### config.mk
export PLATFORM = sky130hd
export DESIGN_NAME = dcc_control
export DESIGN_NICKNAME = d
export VERILOG_FILES = /design/src/verilog/dcc_pkg.sv /design/src/verilog/dcc_control.sv
export VERILOG_INCLUDE_DIRS = /design/src /design/src/verilog
export SDC_FILE = /design/constraint.sdc
export NUM_CORES = 1
export LEC_CHECK = 0
export ABC_AREA = 1
export BUFFER_PORTS_ARGS = -buffer_cell sky130_fd_sc_hd__clkbuf_2
export CORE_ASPECT_RATIO = 2
export CORE_MARGIN = 4
export CORE_UTILIZATION = 35
export CTS_BUF_LIST = sky130_fd_sc_hd__clkbuf_8
export DETAILED_ROUTE_END_ITERATION = 12
export HOLD_SLACK_MARGIN = 0.02
export PLACE_DENSITY = 0.6
export SETUP_SLACK_MARGIN = 0.1
export SLEW_MARGIN = 20
export SYNTH_ARGS = -nofsm -noshare
export SYNTH_HDL_FRONTEND = slang
export SYNTH_SLANG_ARGS = --single-unit
### constraint.sdc
create_clock -name clk -period 5.36 [get_ports clk]
set_input_delay 1.34 -clock clk [delete_from_list [all_inputs] [get_ports clk]]
set_output_delay 1.34 -clock clk [all_outputs]
set_load 0.05 [all_outputs]
### src/verilog/dcc_cfg.svh
// Offsets, field positions, reset values and timing counts for the control-command engine
`ifndef DCC_CFG_SVH
`define DCC_CFG_SVH
`define DCC_CLK_MHZ 200
`define DCC_MS_CYC (`DCC_CLK_MHZ * 1000)
`define DCC_STEP_PULSE_US 2
`define DCC_STEP_PULSE_CYC (`DCC_STEP_PULSE_US * `DCC_CLK_MHZ)
`define DCC_RECAL_MAX_STEPS 79
`define DCC_SRT_BASE_MS 16
`define DCC_LONG_MS 256
`define DCC_HUT_UNIT_MS 16
`define DCC_HLT_UNIT_MS 2
// Register offsets
`define DCC_REG_CMD 4'h0
`define DCC_REG_TARGET 4'h1
`define DCC_REG_SPECIFY 4'h2
`define DCC_REG_HLT 4'h3
`define DCC_REG_CONFIG 4'h4
`define DCC_REG_QTHR 4'h5
`define DCC_REG_WRITE_COMP_START_CYL 4'h6
`define DCC_REG_ST0 4'h7
`define DCC_REG_ST3 4'h8
`define DCC_REG_IDFIELD 4'h9
`define DCC_REG_PCN 4'ha
`define DCC_REG_MAIN 4'hb
`define DCC_REG_RATE 4'hc
// Field positions
`define DCC_ST0_TZMISS 4
`define DCC_ST0_SEEKEND 5
// Reset values
`define DCC_CONFIG_RST 8'h04
`define DCC_SPECIFY_RST 8'h00
`endif

### src/verilog/dcc_pkg.sv
// Types for the control-command engine
package dcc_pkg;
	typedef enum logic [2:0]
	{
		DCC_CMD_NONE = 3'h0,
		DCC_CMD_RECAL = 3'h1,
		DCC_CMD_SEEK = 3'h2,
		DCC_CMD_SENSE_INT = 3'h3,
		DCC_CMD_SENSE_DRV = 3'h4,
		DCC_CMD_READ_ID = 3'h5,
		DCC_CMD_POWER_UP = 3'h6
	} dcc_cmd_e;
	typedef enum logic [3:0]
	{
		DCC_ID_IDLE = 4'b0001,
		DCC_ID_SEARCH = 4'b0010,
		DCC_ID_DONE = 4'b0100,
		DCC_ID_MISS = 4'b1000
	} dcc_id_e;
	typedef logic [1:0] dcc_rate_t;
endpackage
### src/verilog/dcc_control.sv
// Control-command engine: positioning, ID read, sense and setup commands
//
// What this block does
// - ID-read, recalibrate and seek completions, polling and programmed-I/O byte need raise the interrupt.
// - ID read latches first good ID; two marks without one sets 01 and miss.
// - Recalibrate clears cylinder, steps outward until track zero, then positioning_done.
// - Track zero missing after 79 steps sets positioning_done and track_zero_miss.
// - Busy only while a command is taken; positioning runs in background.
// - Seek steps inward with direction 1 or outward with direction 0.
// - Seek steps spaced by step interval; ends with positioning_done at equality.
// - Leaving power-down zeroes every cylinder and held status.
// - Interrupt on result phase, positioning end, or programmed-I/O byte need.
// - Interrupt sense clears interrupt and reports 0/11, 1/00 or 1/01.
// - Host must sense after positioning; head bit returned is always 0.
// - Drive-status sense returns status three with no execution phase.
// - Unload delay: code 0 is 256 ms, else n times 16 ms at 500K.
// - Step interval: 16 ms minus one per code at 500K.
// - Load settle: code 0 is 256 ms, else n times 2 ms at 500K.
// - All delays halve at 1M, quarter at 2M, double at 250K.
// - Programmed I/O uses request bit and interrupt; else DMA requests.
// - Auto-positioning enable seeks before each read or write; default off.
// - Queue disable, default 1, requests data byte by byte.
// - With polling on, one interrupt after reset; none while head loaded.
// - Queue threshold code 00 to 0F means one to sixteen bytes.
// - Write-comp start cylinder code selects track 0 to 255; default 0.
// - track_zero_miss is bit 4 of status_zero.
//
// The placing of the registers and the address-and-strobe port were left to the implementer.
`timescale 1ns/1ps
`include "dcc_cfg.svh"
module dcc_control
#(
	parameter int DRIVES = 4,
	parameter int MS_CYC = `DCC_MS_CYC
)
(
	// Clock and reset
	input wire logic clk,
	input wire logic rst,
	// Register port
	input wire logic [3:0] reg_addr,
	input wire logic [7:0] reg_wdata,
	input wire logic reg_wr,
	input wire logic reg_rd,
	output logic [7:0] reg_rdata,
	// Drive side
	input wire logic rotation_mark_pin,
	input wire logic track_zero_pin,
	input wire logic [DRIVES-1:0] drive_status_pins,
	output logic [DRIVES-1:0] step_pulse_pin,
	output logic [DRIVES-1:0] step_way_pin,
	// ID field from the read channel
	input wire logic id_field_valid,
	input wire logic [7:0] id_field_cyl,
	// Data path hooks
	input wire logic rw_start,
	input wire logic rw_end,
	input wire logic byte_needed,
	output logic head_load,
	output logic rw_go,
	output logic auto_seek_req,
	output logic dma_request,
	output logic host_transfer_request_bit,
	output logic [4:0] queue_level,
	output logic [7:0] write_comp_start_cyl,
	output logic [7:0] mode_flags,
	output logic irq
);
	import dcc_pkg::*;

	localparam logic [7:0] CFG_QDIS = 8'h04;
	localparam logic [7:0] CFG_POLLOFF = 8'h10;
	localparam logic [7:0] CFG_AUTOPOS = 8'h40;

	logic [7:0] present_cylinder [DRIVES];
	logic [7:0] target_cylinder [DRIVES];
	logic [DRIVES-1:0] pos_active;
	logic [DRIVES-1:0] pos_recal;
	logic [DRIVES-1:0] pos_done;
	logic [DRIVES-1:0] pos_fail;
	logic [6:0] steps_left [DRIVES];
	logic [31:0] step_timer [DRIVES];
	logic [7:0] specify_reg;
	logic [6:0] load_settle_code;
	logic programmed_io_select;
	logic [7:0] config_reg;
	logic [3:0] queue_threshold;
	logic [7:0] write_comp_start_cyl_reg;
	dcc_rate_t rate_sel;
	logic [1:0] term_code;
	logic id_absent_flag;
	logic [7:0] id_latch;
	logic [1:0] last_drive;
	logic [7:0] last_st0;
	logic busy;
	logic poll_irq;
	logic id_irq;
	logic xfer_irq;
	logic [7:0] st0_hold;
	dcc_id_e id_state;
	logic [1:0] mark_count;
	logic mark_d;
	logic [31:0] load_timer;
	logic [31:0] unload_timer;
	logic head_loaded;
	logic [2:0] cmd_code;
	logic [1:0] cmd_drive;
	logic cmd_wr;
	logic sense_int;
	logic [1:0] sense_drv;
	logic sense_pick;

	assign cmd_wr = reg_wr && reg_addr == `DCC_REG_CMD;
	assign cmd_code = reg_wdata[2:0];
	assign cmd_drive = reg_wdata[5:4];
	assign sense_int = cmd_wr && cmd_code == DCC_CMD_SENSE_INT;

	// Scale a 500K millisecond figure by rate: 0=500K 1=1M 2=2M 3=250K
	function automatic logic [31:0] scale(input logic [31:0] cyc, input dcc_rate_t r);
		logic [31:0] v;
		v = cyc;
		unique case (r)
			2'd1: v = cyc >> 1;
			2'd2: v = cyc >> 2;
			2'd3: v = cyc << 1;
			default: v = cyc;
		endcase
		return v;
	endfunction

	logic [31:0] step_cyc;
	logic [31:0] unload_cyc;
	logic [31:0] settle_cyc;
	always_comb
	begin
		step_cyc = scale(32'(`DCC_SRT_BASE_MS - specify_reg[7:4]) * 32'(MS_CYC), rate_sel);
		if (specify_reg[3:0] == 4'h0)
			unload_cyc = scale(32'(`DCC_LONG_MS) * 32'(MS_CYC), rate_sel);
		else
			unload_cyc = scale(32'(specify_reg[3:0]) * 32'(`DCC_HUT_UNIT_MS) * 32'(MS_CYC),
				rate_sel);
		if (load_settle_code == 7'h00)
			settle_cyc = scale(32'(`DCC_LONG_MS) * 32'(MS_CYC), rate_sel);
		else
			settle_cyc = scale(32'(load_settle_code) * 32'(`DCC_HLT_UNIT_MS) * 32'(MS_CYC),
				rate_sel);
	end

	// Setup registers
	always_ff @(posedge clk)
	begin
		if (rst)
		begin
			specify_reg <= `DCC_SPECIFY_RST;
			load_settle_code <= 7'h00;
			programmed_io_select <= 1'b0;
			config_reg <= `DCC_CONFIG_RST;
			queue_threshold <= 4'h0;
			write_comp_start_cyl_reg <= 8'h00;
			rate_sel <= 2'd0;
		end
		else if (reg_wr)
		begin
			unique case (reg_addr)
				`DCC_REG_SPECIFY: specify_reg <= reg_wdata;
				`DCC_REG_HLT:
				begin
					load_settle_code <= reg_wdata[7:1];
					programmed_io_select <= reg_wdata[0];
				end
				`DCC_REG_CONFIG: config_reg <= reg_wdata;
				`DCC_REG_QTHR: queue_threshold <= reg_wdata[3:0];
				`DCC_REG_WRITE_COMP_START_CYL: write_comp_start_cyl_reg <= reg_wdata;
				`DCC_REG_RATE: rate_sel <= reg_wdata[1:0];
				default: ;
			endcase
		end
	end

	// Per-drive positioning engines
	genvar g;
	generate
		for (g = 0; g < DRIVES; g++)
		begin : gen_drive
			logic start;
			logic tick;
			assign start = cmd_wr && cmd_drive == 2'(g) &&
				(cmd_code == DCC_CMD_SEEK || cmd_code == DCC_CMD_RECAL);
			assign tick = pos_active[g] && step_timer[g] == 32'd0;
			always_ff @(posedge clk)
			begin
				if (rst || (cmd_wr && cmd_code == DCC_CMD_POWER_UP))
				begin
					present_cylinder[g] <= 8'h00;
					target_cylinder[g] <= 8'h00;
					pos_active[g] <= 1'b0;
					pos_recal[g] <= 1'b0;
					pos_done[g] <= 1'b0;
					pos_fail[g] <= 1'b0;
					steps_left[g] <= 7'd0;
					step_timer[g] <= 32'd0;
					step_pulse_pin[g] <= 1'b0;
					step_way_pin[g] <= 1'b0;
				end
				else
				begin
					step_pulse_pin[g] <= 1'b0;
					if (step_timer[g] != 32'd0)
						step_timer[g] <= step_timer[g] - 32'd1;
					if (reg_wr && reg_addr == `DCC_REG_TARGET && cmd_drive == 2'(g))
						target_cylinder[g] <= reg_wdata;
					if (sense_int && sense_pick && sense_drv == 2'(g))
					begin
						pos_done[g] <= 1'b0;
						pos_fail[g] <= 1'b0;
					end
					if (start)
					begin
						pos_active[g] <= 1'b1;
						pos_recal[g] <= cmd_code == DCC_CMD_RECAL;
						pos_done[g] <= 1'b0;
						pos_fail[g] <= 1'b0;
						steps_left[g] <= 7'(`DCC_RECAL_MAX_STEPS);
						step_timer[g] <= `DCC_STEP_PULSE_CYC; // shorter first interval
						if (cmd_code == DCC_CMD_RECAL)
						begin
							present_cylinder[g] <= 8'h00;
							step_way_pin[g] <= 1'b0;
						end
					end
					else if (tick && pos_recal[g])
					begin
						if (track_zero_pin)
						begin
							pos_active[g] <= 1'b0;
							pos_done[g] <= 1'b1;
						end
						else if (steps_left[g] == 7'd0)
						begin
							pos_active[g] <= 1'b0;
							pos_done[g] <= 1'b1;
							pos_fail[g] <= 1'b1;
						end
						else
						begin
							step_pulse_pin[g] <= 1'b1;
							steps_left[g] <= steps_left[g] - 7'd1;
							step_timer[g] <= step_cyc;
						end
					end
					else if (tick)
					begin
						if (present_cylinder[g] == target_cylinder[g])
						begin
							pos_active[g] <= 1'b0;
							pos_done[g] <= 1'b1;
						end
						else
						begin
							step_pulse_pin[g] <= 1'b1;
							step_way_pin[g] <= present_cylinder[g] < target_cylinder[g];
							if (present_cylinder[g] < target_cylinder[g])
								present_cylinder[g] <= present_cylinder[g] + 8'd1;
							else
								present_cylinder[g] <= present_cylinder[g] - 8'd1;
							step_timer[g] <= step_cyc;
						end
					end
				end
			end
		end
	endgenerate

	// Lowest drive with a pending positioning end
	always_comb
	begin
		sense_pick = 1'b0;
		sense_drv = 2'd0;
		for (int i = DRIVES - 1; i >= 0; i--)
		begin
			if (pos_done[i])
			begin
				sense_pick = 1'b1;
				sense_drv = 2'(i);
			end
		end
	end

	// ID read: two rotation marks without an ID field ends it abnormally
	always_ff @(posedge clk)
	begin
		if (rst)
		begin
			id_state <= DCC_ID_IDLE;
			mark_count <= 2'd0;
			mark_d <= 1'b0;
			id_latch <= 8'h00;
			id_absent_flag <= 1'b0;
		end
		else
		begin
			mark_d <= rotation_mark_pin;
			unique case (id_state)
				DCC_ID_IDLE:
					if (cmd_wr && cmd_code == DCC_CMD_READ_ID)
					begin
						id_state <= DCC_ID_SEARCH;
						mark_count <= 2'd0;
						id_absent_flag <= 1'b0;
					end
				DCC_ID_SEARCH:
					if (id_field_valid)
					begin
						id_latch <= id_field_cyl;
						id_state <= DCC_ID_DONE;
					end
					else if (rotation_mark_pin && !mark_d)
					begin
						mark_count <= mark_count + 2'd1;
						if (mark_count == 2'd1)
						begin
							id_absent_flag <= 1'b1;
							id_state <= DCC_ID_MISS;
						end
					end
				DCC_ID_DONE: id_state <= DCC_ID_IDLE;
				DCC_ID_MISS: id_state <= DCC_ID_IDLE;
			endcase
		end
	end

	// Head load, settle and unload timing
	always_ff @(posedge clk)
	begin
		if (rst)
		begin
			head_loaded <= 1'b0;
			head_load <= 1'b0;
			rw_go <= 1'b0;
			load_timer <= 32'd0;
			unload_timer <= 32'd0;
			auto_seek_req <= 1'b0;
		end
		else
		begin
			rw_go <= 1'b0;
			auto_seek_req <= rw_start && config_reg[6];
			if (rw_start)
			begin
				head_loaded <= 1'b1;
				head_load <= 1'b1;
				load_timer <= settle_cyc;
			end
			else if (load_timer != 32'd0)
			begin
				load_timer <= load_timer - 32'd1;
				rw_go <= load_timer == 32'd1;
			end
			if (rw_end)
				unload_timer <= unload_cyc;
			else if (unload_timer != 32'd0)
			begin
				unload_timer <= unload_timer - 32'd1;
				if (unload_timer == 32'd1)
				begin
					head_loaded <= 1'b0;
					head_load <= 1'b0;
				end
			end
		end
	end

	// Interrupt sources and sense results
	always_ff @(posedge clk)
	begin
		if (rst || (cmd_wr && cmd_code == DCC_CMD_POWER_UP))
		begin
			poll_irq <= !config_reg[4] && !head_loaded;
			id_irq <= 1'b0;
			xfer_irq <= 1'b0;
			term_code <= 2'b00;
			last_st0 <= 8'h00;
			last_drive <= 2'd0;
			irq <= 1'b0;
		end
		else
		begin
			if (sense_int)
			begin
				poll_irq <= 1'b0;
				id_irq <= 1'b0;
				xfer_irq <= 1'b0;
				if (poll_irq)
					last_st0 <= {2'b11, 6'b000000};
				else if (sense_pick)
					last_st0 <= {1'b0, pos_fail[sense_drv], 1'b1, pos_fail[sense_drv],
						1'b0, 1'b0, sense_drv};
				else
					last_st0 <= {term_code, 6'b000000};
				last_drive <= sense_drv;
			end
			// Sources set after the sense clear, so a new event wins
			if (id_state == DCC_ID_DONE || id_state == DCC_ID_MISS)
			begin
				id_irq <= 1'b1;
				term_code <= id_state == DCC_ID_MISS ? 2'b01 : 2'b00;
			end
			if (byte_needed && programmed_io_select)
				xfer_irq <= 1'b1;
			irq <= poll_irq || id_irq || xfer_irq || (|pos_done);
		end
	end

	assign busy = cmd_wr;

	// Mode outputs
	always_ff @(posedge clk)
	begin
		if (rst)
		begin
			dma_request <= 1'b0;
			host_transfer_request_bit <= 1'b0;
			queue_level <= 5'd1;
			write_comp_start_cyl <= 8'h00;
			mode_flags <= 8'h00;
		end
		else
		begin
			dma_request <= byte_needed && !programmed_io_select;
			host_transfer_request_bit <= !busy &&
				(!byte_needed || programmed_io_select);
			queue_level <= config_reg[2] ? 5'd1 : 5'(queue_threshold) + 5'd1;
			write_comp_start_cyl <= write_comp_start_cyl_reg;
			mode_flags <= config_reg & (CFG_QDIS | CFG_POLLOFF | CFG_AUTOPOS);
		end
	end

	// Register read port
	always_ff @(posedge clk)
	begin
		if (rst)
			reg_rdata <= 8'h00;
		else if (reg_rd)
		begin
			unique case (reg_addr)
				`DCC_REG_TARGET: reg_rdata <= target_cylinder[last_drive];
				`DCC_REG_SPECIFY: reg_rdata <= specify_reg;
				`DCC_REG_HLT: reg_rdata <= {load_settle_code, programmed_io_select};
				`DCC_REG_CONFIG: reg_rdata <= config_reg;
				`DCC_REG_QTHR: reg_rdata <= {4'h0, queue_threshold};
				`DCC_REG_WRITE_COMP_START_CYL: reg_rdata <= write_comp_start_cyl_reg;
				`DCC_REG_ST0: reg_rdata <= last_st0;
				`DCC_REG_ST3: reg_rdata <= {track_zero_pin, 3'b000,
					4'(drive_status_pins)};
				`DCC_REG_IDFIELD: reg_rdata <= id_latch;
				`DCC_REG_PCN: reg_rdata <= present_cylinder[last_drive];
				`DCC_REG_MAIN: reg_rdata <= {id_absent_flag, id_state != DCC_ID_IDLE,
					2'b00, 4'(pos_active)};
				`DCC_REG_RATE: reg_rdata <= {6'h00, rate_sel};
				default: reg_rdata <= 8'h00;
			endcase
		end
	end
endmodule

==> results.cfg, run 1 <==
[setup_path]
crit_top_cell = ha_1
critical_path_class = reg -> reg
critPathLaunchType = flip-flop
cp_top_family = adder cells
worstPathMaxFanout = 6
required_ns = 5.75
crit_slowest_cell = dfxtp_1
slowest_delay_ns = 0.41
critPathBufInv = 2
cp_data_arrival_time_ns = 5.28
path_cells = inv_1 > nand3_1 > xor2_1 > inv_1 > ha_1 > ha_1 > ha_1 > ha_1 > ha_1 > a21oi_1 > o21ai_0 > nand2_1 > nand3_1 > nand4_1 > nand3_1 > nand3_1 > nand2_1 > o211ai_1
ff2ff_path_depth = 18
cp.depth = 18
endpoint_kind = flip-flop

[placed_design]
globalplace.congestion = 1.02
hpwlAfterDp_um = 81900
dp_slack_ns = 0.440
dpl_cell_area_sq_um = 30100
numPortBuffers = 71

[grt]
grt_max_degree = 53
overflow = 0
grt_use_met2 = 0.448
grt_pass1_vias = 27550
use_met1 = 0.214
use_met3 = 0.0254
grt_usage = 0.233
antenna_found_initial = 1
grt_pass1_wl_um = 156000
gr-max-usage-layer = met2

[power_and_ir_drop]
p_clk_frac = 0.286
power.density_nw_per_um2 = 316
internal-power_mw = 6.12
peakVddDrop_mv = 0.218
p_leak_nw = 13.9
seq_power_share = 0.413
power_switching_mw = 3.80
swShare = 0.383
comb_power_share = 0.302

[yosys]
yosysWarningCount = 0
ys_ff_latch = 407
ys_types = 66
syn_area_sq_um = 28500
syn_area_per_cell_sq_um = 7.38
synth_edf_count = 221
synth.yosys.seq_area_share = 0.363
synth_flop_cell = edfxtp_1
ys_async_sr_fraction = 0
synthCells = 3861

[route]
first_pass_iters = 5
wl_um = 104000
drtIter0Drc = 1879
post-route-drc-count = 0
vias = 27292
final_antenna_net_count = 0
vias_per_cell = 5.41
post_drt_wl_per_cell_um = 20.6

[clock_network]
root_buffer = clkbuf_8
cts_buffers = 60
holdBufCountCts = 0
clock-sinks = 407
cts_buffer_depth = 3
insertion_delay_ns = 0.71
htreeDepth = 2
clk_pin_slew_ns = 0.07
tritoncts = yes

[sta]
drv_slew = 0
rsz0062_at_grt = no
fin_skew_ns = 0.0604
min_period_ns = 4.89
hold_viol = 0
setup_ws_ns = 0.466
max_freq_mhz = 204
setup_viol = 0
max_slew.worst_pin.slew_ns = 1.13
fin_tns_setup_ns = 0
maxSlewHeadroom = 0.239
timing.final.crit_share = 0.913

[cells_and_area]
area_growth_pct = 10.2
postLayoutCoreUtil = 0.390
drive_gt1_frac = 0.0733
largest_reg_flops = 128
fill_cells = 8661
stdcell_area_sq_um = 31400
fin_nets = 4163
largest-register = step_timer

[floorplanning]
ios = 77
coreArea_sq_um = 80600
fp.dieW_um = 210
dieArea_sq_um = 86300
die_height_um = 412
rows = 147
start_util = 0.354

[run]
maxCapViolCount = 0

[hold_path]
hold_path_class = reg -> reg
holdPathStages = 2

[outcome]
status = finished clean
## area by class of cell
| class | count | area, sq um | share of cell area |
|---|---|---|---|
| antenna | 1 | 2.50 | 0.0000797 |
| clock buffer | 72 | 991 | 0.0316 |
| clock inverter | 42 | 335 | 0.0107 |
| inverter | 521 | 1960 | 0.0623 |
| multi-input combinational | 2836 | 15700 | 0.501 |
| sequential | 407 | 10400 | 0.330 |
| tap | 1043 | 1310 | 0.0416 |
| timing repair buffer | 119 | 716 | 0.0228 |
## repair_timing
action / in CTS / in global routing
setup endpoints to repair: 0 / 14
gates resized for setup: 0 / 4
buffers inserted: 0 / 1
## final timing paths
kind / from / to / slack, ns
max: specify_reg[6] / step_timer[3][23] / 0.47
min: write_comp_start_cyl_reg[1] / write_comp_start_cyl[1] / 0.46
max reg2reg: specify_reg[6] / step_timer[3][23] / 0.47
min reg2reg: write_comp_start_cyl_reg[1] / write_comp_start_cyl[1] / 0.46
## cells in the mapped netlist, drive strengths merged, types with 3 or more instances
cell type  count  area, sq um
nand2        728         2750
nor2         523         2050
inv          518         1940
o21ai        252         1280
nand3        251         1290
a21oi        247         1240
edfxtp       221         6640
dfxtp        186         3720
ha           173         2160
xor2         137         1200
nand4        111          694
nor3          93          502
clkbuf        63          238
xnor2         51          447
buf           42          263
o22ai         39          244
o211ai        35          263
o221ai        21          184
nor4          18          119
or2           17          106
nand3b        14          105
a31oi         13         81.3
a211oi        12         90.1
a221oi        12          105
fa            11          220
a22oi         10         75.1
o21bai         8         60.1
o2111ai        7         61.3
o31ai          6         58.8
a32oi          5         43.8
and2           5         31.3
and3           5         31.3
o32ai          4         35.0
clkinv         3         11.3
o311ai         3         26.3
## cells by family after synthesis
group                      count (synthesis)  synth area share
xor gates and xnor gates                 188            0.0578
adders and majority gates                184            0.0837
AOI/OAI and AO/OA                        686             0.138
buffers and inverters                    626            0.0862
other                                      1          0.000132
and+or+nand+nor                         1769             0.270
DFF                                      407             0.363
## power groups by stage
stage          Clock [mW]  Combinational, mW  Sequential, mW
6_report             2.83               2.99            4.10
5_1_grt              3.02               3.31            4.14
4_1_cts              2.90               2.97            4.09
3_5_place_dp            0               2.94            4.16
3_3_place_gp            0               2.93            4.15
2_1_floorplan           0               2.09            4.05
## cells in the final DEF, fill, tap and decap left out, types with 7 or more instances in the layout
master,n
o221ai_1,21
a22oi_1,10
xor2_1,137
xnor2_1,50
nand3b_1,14
nand4_1,111
nor2_4,8
o21bai_1,8
nand3_1,246
clkbuf_2,71
a221oi_1,12
clkinv_2,12
inv_2,13
ha_1,172
nor4_1,16
o211ai_1,35
inv_1,519
nor2_2,10
o2111ai_1,7
nor2_1,505
a21oi_1,245
nand2_1,723
o21ai_0,242
nor3_1,87
o22ai_1,39
conb_1,9
fa_1,11
dfxtp_1,186
a211oi_1,12
or2_2,17
buf_4,48
a31oi_1,13
clkbuf_8,72
edfxtp_1,221
## worst reg2reg max path, stage by stage (launching register included)
cell and delay (ns):
dfxtp_1 0.41, inv_1 0.12, nand3_1 0.11, xor2_1 0.24
inv_1 0.15, ha_1 0.32, ha_1 0.28, ha_1 0.41
ha_1 0.35, ha_1 0.39, a21oi_1 0.14, o21ai_0 0.38
nand2_1 0.13, nand3_1 0.13, nand4_1 0.18, nand3_1 0.15
nand3_1 0.39, nand2_1 0.20, o211ai_1 0.09
## layer usage
layer	part of all wire	routed length [um]
met3	0.043	4440
met1	0.32	33500
met5	0	0
met4	0.10	10800
met2	0.53	55300
## per-stage QoR
stage                     power [mW]  cells  hold slack [ns]
final                           9.93   5041            0.459
after global routing            10.5   5041            0.467
after detailed placement        7.11   4925            0.438
after CTS                       9.96   5039            0.456
after global placement          7.08   4925            0.447
after floorplan                 6.13   3869            0.395
(Power assumes the default switching activity.)
==> run 2: changes to the inputs <==
--- a/config.mk
+++ b/config.mk
@@ -15,6 +15,7 @@
 export DETAILED_ROUTE_END_ITERATION = 12
 export HOLD_SLACK_MARGIN = 0.02
 export PLACE_DENSITY = 0.6
+export RECOVER_POWER = 100
 export SETUP_SLACK_MARGIN = 0.1
 export SLEW_MARGIN = 20
 export SYNTH_ARGS = -nofsm -noshare
==> results.cfg, run 2 (synthesized netlist as in run 1, its figures left out) <==
[clock_network]
tritoncts = yes
htreeDepth = 2
root_buffer = clkbuf_8
holdBufCountCts = 0
clock-sinks = 407
clk_pin_slew_ns = 0.07
cts_buffers = 60
cts_buffer_depth = 3
insertion_delay_ns = 0.71

[route]
final_antenna_net_count = 0
post_drt_wl_per_cell_um = 20.6
vias_per_cell = 5.41
drtIter0Drc = 2066
post-route-drc-count = 0
vias = 27269
wl_um = 104000
first_pass_iters = 6

[sta]
drv_slew = 136
fin_tns_setup_ns = 0
rsz0062_at_grt = no
maxSlewHeadroom = -0.727
setup_ws_ns = 0.325
setup_viol = 0
min_period_ns = 5.04
max_slew.worst_pin.slew_ns = 2.59
max_freq_mhz = 199
hold_viol = 0
timing.final.crit_share = 0.939
fin_skew_ns = 0.0557

[floorplanning]
die_height_um = 412
coreArea_sq_um = 80600
ios = 77
start_util = 0.354
dieArea_sq_um = 86300
fp.dieW_um = 210
rows = 147

[cells_and_area]
fill_cells = 8700
largest-register = step_timer
postLayoutCoreUtil = 0.387
regArea_sq_um = 10400
area_growth_pct = 9.50
layout_common_cells = 724 x nand2_1, 523 x inv_1, 516 x nor2_1
final_common_cell = nand2_1
stdcell_area_sq_um = 31200
multi_input_area_sq_um = 15600
drive_gt1_frac = 0.0543
largest_reg_flops = 128
fin_nets = 4163

[power_and_ir_drop]
peakVddDrop_mv = 0.225
comb_power_share = 0.299
power_switching_mw = 3.80
seq_power_share = 0.414
internal-power_mw = 6.11
swShare = 0.383
p_leak_nw = 13.7
power.density_nw_per_um2 = 317
p_clk_frac = 0.287

[placed_design]
dpl_cell_area_sq_um = 30100
hpwlAfterDp_um = 81900
globalplace.congestion = 1.02
numPortBuffers = 71
dp_slack_ns = 0.440

[setup_path]
cp_data_arrival_time_ns = 5.40
endpoint_kind = flip-flop
required_ns = 5.73
critical_path_class = in -> reg
worstPathMaxFanout = 32
critPathLaunchType = input pin

[hold_path]
hold_path_class = reg -> reg

[grt]
grt_pass1_vias = 27550
grt_usage = 0.233
overflow = 0
antenna_found_initial = 1
grt_max_degree = 53
grt_pass1_wl_um = 156000

[run]
maxCapViolCount = 4

[outcome]
status = finished, violations left
violations = capacitance limit, slew limit
[run 2: changes by cell type in the layout (fill, tap and decap cells not counted), sizes merged]
cell	delta
diode	+1
buf	-13
clkbuf	+13
[run 2: power groups by stage]
| stage | Sequential, mW | Combinational (mW) | Clock, mW |
|---|---|---|---|
| 2_1_floorplan | 4.05 | 2.09 | 0 |
| 3_3_place_gp | 4.15 | 2.93 | 0 |
| 3_5_place_dp | 4.16 | 2.94 | 0 |
| 4_1_cts | 4.09 | 2.97 | 2.90 |
| 5_1_grt | 4.14 | 3.28 | 3.02 |
| 6_report | 4.10 | 2.96 | 2.84 |
[run 2: worst paths after layout]
kind | to | cells past startpoint | slack (ns) | from
worst min-delay path | write_comp_start_cyl[1] | 2 | 0.46 | write_comp_start_cyl_reg[1]
worst min register to register | write_comp_start_cyl[1] | 2 | 0.46 | write_comp_start_cyl_reg[1]
worst max-delay path | step_timer[2][21] | 13 | 0.32 | reg_addr[1]
worst max register to register | step_timer[1][10] | 14 | 0.39 | step_timer[1][0]
[run 2: per-stage QoR]
stage	total power, mW	std cells	hold slack (ns)
2_1_floorplan	6.13	3869	0.395
3_3_place_gp	7.08	4925	0.447
3_5_place_dp	7.11	4925	0.438
4_1_cts	9.96	5039	0.456
5_1_grt	10.4	5041	0.467
6_report	9.91	5042	0.458
[run 2: layout make-up]
| type | instances | area share |
|---|---|---|
| timing repair buffer | 119 | 0.0199 |
| inverter | 521 | 0.0627 |
| sequential | 407 | 0.332 |
| clock buffer | 72 | 0.0317 |
| multi-input combinational | 2836 | 0.501 |
| clock inverter | 42 | 0.0107 |
| tap | 1043 | 0.0418 |
| antenna | 2 | 0.000160 |
[run 2: metal layers]
layer  vias up  wire (um)  GRT usage
met2       868      55200      0.448
met3       403       4240     0.0254
met1     12810      33700      0.214
met5         -          0          0
li1      13188          -          -
met4         0      10900      0.194
[run 2: repair_timing]
| item | CTS | global route |
|---|---|---|
| setup endpoints to repair | 0 | 14 |
| buffers inserted | 0 | 1 |
| gates resized for setup | 0 | 4 |
[run 2: worst max-delay path, cell delays in order]
cell	delay [ns]
clkbuf_1	0.16
nor2_4	0.28
nand3_4	0.23
o31ai_4	0.23
clkbuf_1	1.30
nor2_1	0.32
nand3_1	0.25
nand2_2	0.27
inv_1	0.19
nand2_1	0.11
inv_2	0.30
nand2_1	0.09
buf_4	0.29
